## config.mk

```make
export PLATFORM = sky130hd
export DESIGN_NAME = ipc_pending
export DESIGN_NICKNAME = d
export VERILOG_FILES = /design/src/rtl/ipc_pkg.sv /design/src/rtl/ipc_pending.sv
export SDC_FILE = /design/constraint.sdc
export NUM_CORES = 1
export LEC_CHECK = 0
export BUFFER_PORTS_ARGS = -buffer_cell sky130_fd_sc_hd__buf_4
export CORE_UTILIZATION = 50
export CTS_BUF_LIST = sky130_fd_sc_hd__clkbuf_4 sky130_fd_sc_hd__clkbuf_8
export DETAILED_ROUTE_END_ITERATION = 16
export PLACE_DENSITY = 0.82
export SLEW_MARGIN = 20
export SYNTH_ARGS = -nofsm -noshare
export SYNTH_HDL_FRONTEND = slang
export SYNTH_SLANG_ARGS = --single-unit
export TNS_END_PERCENT = 30
```

## constraint.sdc

```tcl
create_clock -name clk_sys -period 1.75 [get_ports clk_sys]
set_input_delay 0.35 -clock clk_sys [delete_from_list [all_inputs] [get_ports clk_sys]]
set_output_delay 0.35 -clock clk_sys [all_outputs]
set_load 0.1 [all_outputs]
```

## src/rtl/ipc_pkg.sv

```systemverilog
// Purpose: Constants for the interrupt pending set and clear block
// Assumes: Avalon-MM slave with 32-bit data, word addressing in bytes
// Notes: Offsets are byte addresses of aligned words
package ipc_pkg;
  localparam int IPC_NUM_IRQ = 32;
  localparam int IPC_ADDR_W = 4;
  localparam logic [3:0] IPC_OFS_SET = 4'h0;
  localparam logic [3:0] IPC_OFS_CLR = 4'h4;
  localparam logic [3:0] IPC_OFS_ENABLE = 4'h8;
  localparam logic [3:0] IPC_OFS_ACTIVE = 4'hc;
  localparam logic [31:0] IPC_ENABLE_RST = 32'h00000000;
  localparam logic [31:0] IPC_RDATA_RST = 32'h00000000;
  localparam logic [31:0] IPC_UNMAPPED_RD = 32'h00000000;
endpackage

```

## src/rtl/ipc_pending.sv

```systemverilog
// Purpose: Shared pending state with set and clear register views
// Assumes: Same-clock interrupt sources and active flags from the core
// Notes: Every access answers one cycle after it is presented, and a
// write acts only on the edge where waitrequest is low
//
// What this block does
// - One clear bit per interrupt 0 to 31
// - Writing one clears that interrupt's pending state
// - Clear ignored while interrupt is being serviced
// - Zero bits written change nothing
// - Read returns current pending bits
// - Set and clear views share one state
// - Set pends unless already pending or disabled
//
// Our own choices: the Avalon-MM interface to the registers and the register addresses.
module ipc_pending (
  // Clock and reset
  input wire logic clk_sys,
  input wire logic reset_n,
  // Avalon-MM slave
  input wire logic [ipc_pkg::IPC_ADDR_W-1:0] avs_address,
  input wire logic avs_read,
  input wire logic avs_write,
  input wire logic [31:0] avs_writedata,
  input wire logic [3:0] avs_byteenable,
  output logic [31:0] avs_readdata,
  output logic avs_waitrequest,
  // Interrupt sources and core state
  input wire logic [ipc_pkg::IPC_NUM_IRQ-1:0] irq_req,
  input wire logic [ipc_pkg::IPC_NUM_IRQ-1:0] irq_active,
  output logic [ipc_pkg::IPC_NUM_IRQ-1:0] irq_pending
);
  import ipc_pkg::*;

  // ----------------------------------------
  // Helper functions
  // ----------------------------------------

  // Widen the byte enables to one mask bit per data bit
  function automatic logic [31:0] ipc_be_mask(input logic [3:0] be);
    logic [31:0] m;
    m = 32'h00000000;
    for (int i = 0; i < 4; i++) begin
      m[i*8 +: 8] = {8{be[i]}};
    end
    return m;
  endfunction

  // Next value of one pending bit
  function automatic logic ipc_next_pend(
    input logic cur,
    input logic raise,
    input logic drop,
    input logic enabled,
    input logic active
  );
    logic keep;
    logic gain;
    keep = cur & ~(drop & ~active);
    gain = raise & enabled & ~cur;
    return keep | gain;
  endfunction

  // ----------------------------------------
  // Declarations
  // ----------------------------------------

  // Bus handshake
  logic req;
  logic take;
  logic wr_commit;
  logic ack_q;
  logic ack_d;
  logic wait_q;
  logic wait_d;

  // Enable and read data
  logic [31:0] enable_q;
  logic [31:0] enable_d;
  logic [31:0] rdata_q;
  logic [31:0] rdata_d;

  // Write decode
  logic [31:0] wmask;
  logic [31:0] wbits;
  logic [IPC_NUM_IRQ-1:0] set_bits;
  logic [IPC_NUM_IRQ-1:0] clr_bits;

  // Pending state
  logic [IPC_NUM_IRQ-1:0] pend_q;
  logic [IPC_NUM_IRQ-1:0] pend_d;

  // ----------------------------------------
  // Bus handshake
  // ----------------------------------------

  // Taken while idle, completes one cycle later where waitrequest is low
  // Writes act only at that completing edge
  always_comb begin
    req = avs_read | avs_write;
    take = req & ~ack_q;
    wr_commit = avs_write & ack_q;
    ack_d = take;
    wait_d = ~take;
  end

  // Handshake flops
  always_ff @(posedge clk_sys) begin
    if (!reset_n) begin
      ack_q <= 1'b0;
      wait_q <= 1'b1;
    end else begin
      ack_q <= ack_d;
      wait_q <= wait_d;
    end
  end

  // ----------------------------------------
  // Write data masking
  // ----------------------------------------

  always_comb begin
    wmask = ipc_be_mask(avs_byteenable);
    wbits = avs_writedata & wmask;
  end

  // ----------------------------------------
  // Write decode
  // ----------------------------------------

  // Only the completing edge of a write changes state
  always_comb begin
    set_bits = '0;
    clr_bits = '0;
    enable_d = enable_q;
    if (wr_commit) begin
      unique case (avs_address)
        IPC_OFS_SET: begin
          set_bits = wbits;
        end
        IPC_OFS_CLR: begin
          clr_bits = wbits;
        end
        IPC_OFS_ENABLE: begin
          enable_d = (enable_q & ~wmask) | wbits;
        end
        default: begin
          // Active view and unmapped words ignore writes
        end
      endcase
    end
  end

  // ----------------------------------------
  // Enable register
  // ----------------------------------------

  always_ff @(posedge clk_sys) begin
    if (!reset_n) begin
      enable_q <= IPC_ENABLE_RST;
    end else begin
      enable_q <= enable_d;
    end
  end

  // ----------------------------------------
  // Read path
  // ----------------------------------------

  // Captured when taken, stands while waitrequest is low
  // Returns to zero after that cycle
  always_comb begin
    rdata_d = IPC_RDATA_RST;
    if (take && avs_read) begin
      unique case (avs_address)
        IPC_OFS_SET: begin
          rdata_d = pend_q;
        end
        IPC_OFS_CLR: begin
          rdata_d = pend_q;
        end
        IPC_OFS_ENABLE: begin
          rdata_d = enable_q;
        end
        IPC_OFS_ACTIVE: begin
          rdata_d = irq_active;
        end
        default: begin
          rdata_d = IPC_UNMAPPED_RD;
        end
      endcase
    end
  end

  // Read data flop
  always_ff @(posedge clk_sys) begin
    if (!reset_n) begin
      rdata_q <= IPC_RDATA_RST;
    end else begin
      rdata_q <= rdata_d;
    end
  end

  // ----------------------------------------
  // Pending state
  // ----------------------------------------

  // One flop per interrupt, shared by set and clear views
  // No reset: a bit stays unknown until first set or cleared
  generate
    for (genvar i = 0; i < IPC_NUM_IRQ; i++) begin : g_irq
      // Next state
      always_comb begin
        pend_d[i] = ipc_next_pend(pend_q[i], irq_req[i] | set_bits[i],
                                  clr_bits[i], enable_q[i], irq_active[i]);
      end

      // Register
      always_ff @(posedge clk_sys) begin
        pend_q[i] <= pend_d[i];
      end
    end
  endgenerate

  // ----------------------------------------
  // Outputs
  // ----------------------------------------

  // Every output is a flop
  always_comb begin
    avs_readdata = rdata_q;
    avs_waitrequest = wait_q;
    irq_pending = pend_q;
  end
endmodule

```

=== After elaboration in Yosys (flattened, before gate mapping) ===
Cells that the tools add are included.
W data, S select, Z words.

* Register bits: 98
* Bits in latches: 0
* RAM bits: 0
* Bits in read-only memories: 0
* Input port bits: 108
* Word-level logic and storage cells: 346
* Memories kept: 0

* Add/subtract/negate cells: 0
* Multipliers: 0
* Divide/modulo/power cells: 0
* $lt $le $gt $ge: 0
* Equality and inequality tests: 3
* Shifts and indexed selects: 0
* Mux-type cells: 5
* Bitwise gates (word level): 297
* Reductions and logical operators: 5

{| class="wikitable"
|+ Operators by type and width
! kind !! count
|-
| $and A1 B1 Y1 || 130
|-
| $mux W32 || 4
|-
| $not A1 Y1 || 98
|-
| $pmux W32 S3 || 1
|-
| $or A1 B1 Y1 || 65
|-
| $and A32 B32 Y32 || 2
|-
| $not A32 Y32 || 1
|-
| $or A32 B32 Y32 || 1
|-
| $eq A4 B4 Y1 const B || 2
|-
| $eq A4 B3 Y1 const B || 1
|-
| $logic_not A4 Y1 || 1
|-
| $reduce_and A2 Y1 || 2
|-
| $reduce_or A2 Y1 || 1
|-
| $logic_and A1 B1 Y1 || 1
|}

=== Longest topological paths before layout ===
* Depth after elaboration: 7
* Gate-level depth with buffers: 6

=== Worst setup path before layout ===
Ideal clock, no wire load.

* Path type: register to register
* Start: reg pend_q[10], in the netlist irq_pending[10]
* End: reg pend_q[10], in the netlist irq_pending[10]
* Setup time: 0.135 ns
* Data arrival time: 1.301 ns
* Data required time: 1.615 ns
* Setup slack: 0.314 ns
* Cell stages (with the launch flop): 3
* Period minus slack after synthesis: 1.436 ns
* Cells stage by stage: dfxtp_1 and3b_1 a211oi_1

* Cells in the longest elaborated chain, start to end: 3
* Elaborated cells between the ends (all ways): 4

{| class="wikitable"
|+ RTL lines
! element !! line !! text
|-
| from (decl) || ipc_pending.sv:90 || <nowiki>logic [IPC_NUM_IRQ-1:0] pend_q;</nowiki>
|-
| from (signal, indexed assignment) || ipc_pending.sv:220 || <nowiki>pend_q[i] <= pend_d[i];</nowiki>
|-
| $not A1 Y1 || ipc_pending.sv:60 || <nowiki>gain = raise & enabled & ~cur;</nowiki>
|-
| $and A1 B1 Y1 || ipc_pending.sv:60 ||
|-
| $or A1 B1 Y1 (*) || ipc_pending.sv:61 || <nowiki>return keep | gain;</nowiki>
|-
| net pend_d[10] || ipc_pending.sv:91 || <nowiki>logic [IPC_NUM_IRQ-1:0] pend_d;</nowiki>
|}

Mark *: on every way through the listed nets, which the timed path passes. The rest lies on a longest branch.
A chain may end at the register's enable or synchronous reset.

=== Worst setup path in the final report ===
* Start: reg pend_q[27], in the netlist irq_pending[27]
* End: out irq_pending[27] (netlist name)

{| class="wikitable"
|+ RTL lines
! element !! line !! text
|-
| to (decl) || ipc_pending.sv:31 || <nowiki>output logic [ipc_pkg::IPC_NUM_IRQ-1:0] irq_pending</nowiki>
|}

No word-level cell between the ends.

==> out/results.txt <==
outcome - finished clean
number of DRC markers in iteration 0 - 297
Die Width - 94.8 um
Core ar. - 8260 sq um
post-route design area - 5890 sq um
TritonCTS sink count - 98
placed cell count - 702
Worst Tran Pin Value - 0.421 ns
Global Route Usage Sum - 28.4%
mux contribution to synthesized area - 0%
unrepaired setup endpoints after global routing - false
CTS hold repair buffers - 0
Top Ports - 173
ys flop type - dfxtp_1
Initial Util - 52.1%
Post-synth EDFFs - 0
sequential area share after synthesis - 45.6%
share of layout cells above drive strength 1 - 33.9%
Die Area - 8980 sq um
CP max FO - 5
crit path cell chain - buf_4
Worst Skew - 0.00921 ns
Seq pwr share - 51.2%
main combinational cell family by area after synthesis - compound AO/OA/AOI/OAI gates
Seq. cell area - 1960 sq um
kind of critical path - reg -> out
Netlist cell types - 25
clk slew on worst S/H paths - 0.09 ns
Yosys reg bits - 98
most frequent cells in the layout - 183 x buf_4, 97 x dfxtp_1, 65 x nor2_1, 56 x a311oi_1, 37 x nand3_1
combinational power share - 11.2%
max-slew violation count - 0
Synth async-reset ratio - 0%
Synth Area in Simple Gates - 20.1%
first-pass GRT wire length - 20.0 mm
Int Pwr - 3.39 mW
# DRC - 0
Syn Inst Count - 453
Max Fclk - 683 MHz
Detailed Place HPWL - 8.84 mm
Die Y-Extent - 94.8 um
RD Place Congestion - 0.793
cell family with most CP delay - flip-flops
Layout Utilization - 71.3%
fin crit period - 1.46 ns
Syn Nets - 561
Multi-input gate area - 2150 sq um
number of iterations in the first detailed-routing pass - 6
CTS tree - yes
commonest non-fill, non-tap cell in the layout - buf_4
Diodes inserted - 0
PD cells - 746 nW/um^2
WP buf/inv - 1
Startpoint Class - flop
Post-Route WL - 13.1 mm
row count - 33
H-Tree Depth - 3
DR vias - 4510
Mean Syn Cell Area - 9.50 sq um
Routed Antenna Nets - 0
Final Cycle Share - 83.6%
setup tns final - 0 ns
flop2flop setup slack - 0.30 ns
gr ovfl total - 0
CP Capture Type - output pin
Critical Path AT - 1.11 ns
Synth-to-Final Area Change - 36.8%
largest net degree at the start of global routing - 35
vias in the first global route - 4180
max cap viols - 0
Slew headroom - 71.9%
adder and majority gate portion of the synthesized area - 0%
Synth Area in XOR/XNOR - 0%
antenna violations before repair - 0
Ys Warns - 0
Nets - 721
CTS buffer count - 9
Clock Latency Late Sink - 0.35 ns
Wirelength per Cell - 18.2 um
Cell Area, Placed - 5620 sq um
Hold Vio Cnt, Final - 0
Required @ worst endpoint - 1.40 ns
Clock Root Buffer - clkbuf_8
routed vias/inst - 6.25
Min-Delay Path Class - in -> reg
PortBufs - 172
post-synthesis compound-gate area fraction - 29.7%
final setup fails - 0
crit path max-delay cell type - dfxtp_1
Peak VDD IR - 0.000438 V
power share of the clock group - 37.6%
CP peak stage delay - 0.43 ns
Mapped Area - 4300 sq um
Leakage - 2.32 nW
clock buffer depth - 2
switching share of power - 22.9%
Non-Filler Instances - 722
FILL cells - 642
Switch Pwr - 1.00 mW
==> layout make-up <==
type	instances	share of cell area, %
Clock buffer	13	2.83
Clock inverter	2	1.02
Inverter	1	0.0637
Multi-Input combinational cell	318	36.5
Sequential cell	98	33.3
Tap cell	105	2.23
Timing Repair Buffer	185	24.0
==> final timing paths <==
kind / start / endpoint / cells after the start
max: irq_pending[27] / irq_pending[27] / 1
min: avs_read / avs_waitrequest / 2
max reg2reg: ack_q / irq_pending[2] / 3
min reg2reg: flop / flop / 2
==> power by group through the flow <==
stage / clock network [mW] / logic [mW] / registers [mW]
5_1_grt: 1.75 / 0.521 / 2.25
3_5_place_dp: 0 / 0.482 / 2.30
4_1_cts: 1.67 / 0.484 / 2.25
3_3_place_gp: 0 / 0.473 / 2.30
6_report: 1.65 / 0.490 / 2.25
2_1_floorplan: 0 / 0.173 / 2.33
==> through the flow <==
step	worst slack (ns)	total power, mW	hold WS (ns)
finish	0.286	4.39	0.242
detailed placement	0.0481	2.78	0.488
CTS	0.0577	4.40	0.233
global placement	0.0864	2.77	0.473
floorplan	0.314	2.51	0.465
global route	0.186	4.53	0.237
==> layer usage <==
metal / part of all wire [%] / GRT usage [%]
met4: 1.8 / 10.4
met1: 40 / 34.9
met3: 7.5 / 3.70
met2: 51 / 50.2
met5: 0 / 0
==> synth_stat cells (all sizes together), types with 8 or more instances <==
| cell type | count | area, sq um |
|---|---|---|
| nor2 | 65 | 244 |
| nor2b | 25 | 156 |
| a21boi | 32 | 240 |
| a311oi | 56 | 490 |
| dfxtp | 98 | 1960 |
| and3b | 8 | 70.1 |
| buf | 17 | 119 |
| nand3 | 37 | 185 |
| o21ai | 33 | 165 |
| clkbuf | 19 | 76.3 |
| a211oi | 8 | 60.1 |
| a222oi | 32 | 320 |
==> timing repair <==
| action | CTS | global route |
|---|---|---|
| buffers inserted | 0 | 5 |
| setup endpoints to repair | 0 | 32 |
| endpoints found under the hold margin | 0 | 0 |
| gates resized for setup | 0 | 1 |
==> kinds of logic after synthesis <==
kind of cell | count (synthesis)
compound gates | 161
simple gates | 157
flops | 98
buf+inv | 37
(Power assumes the default switching activity.)
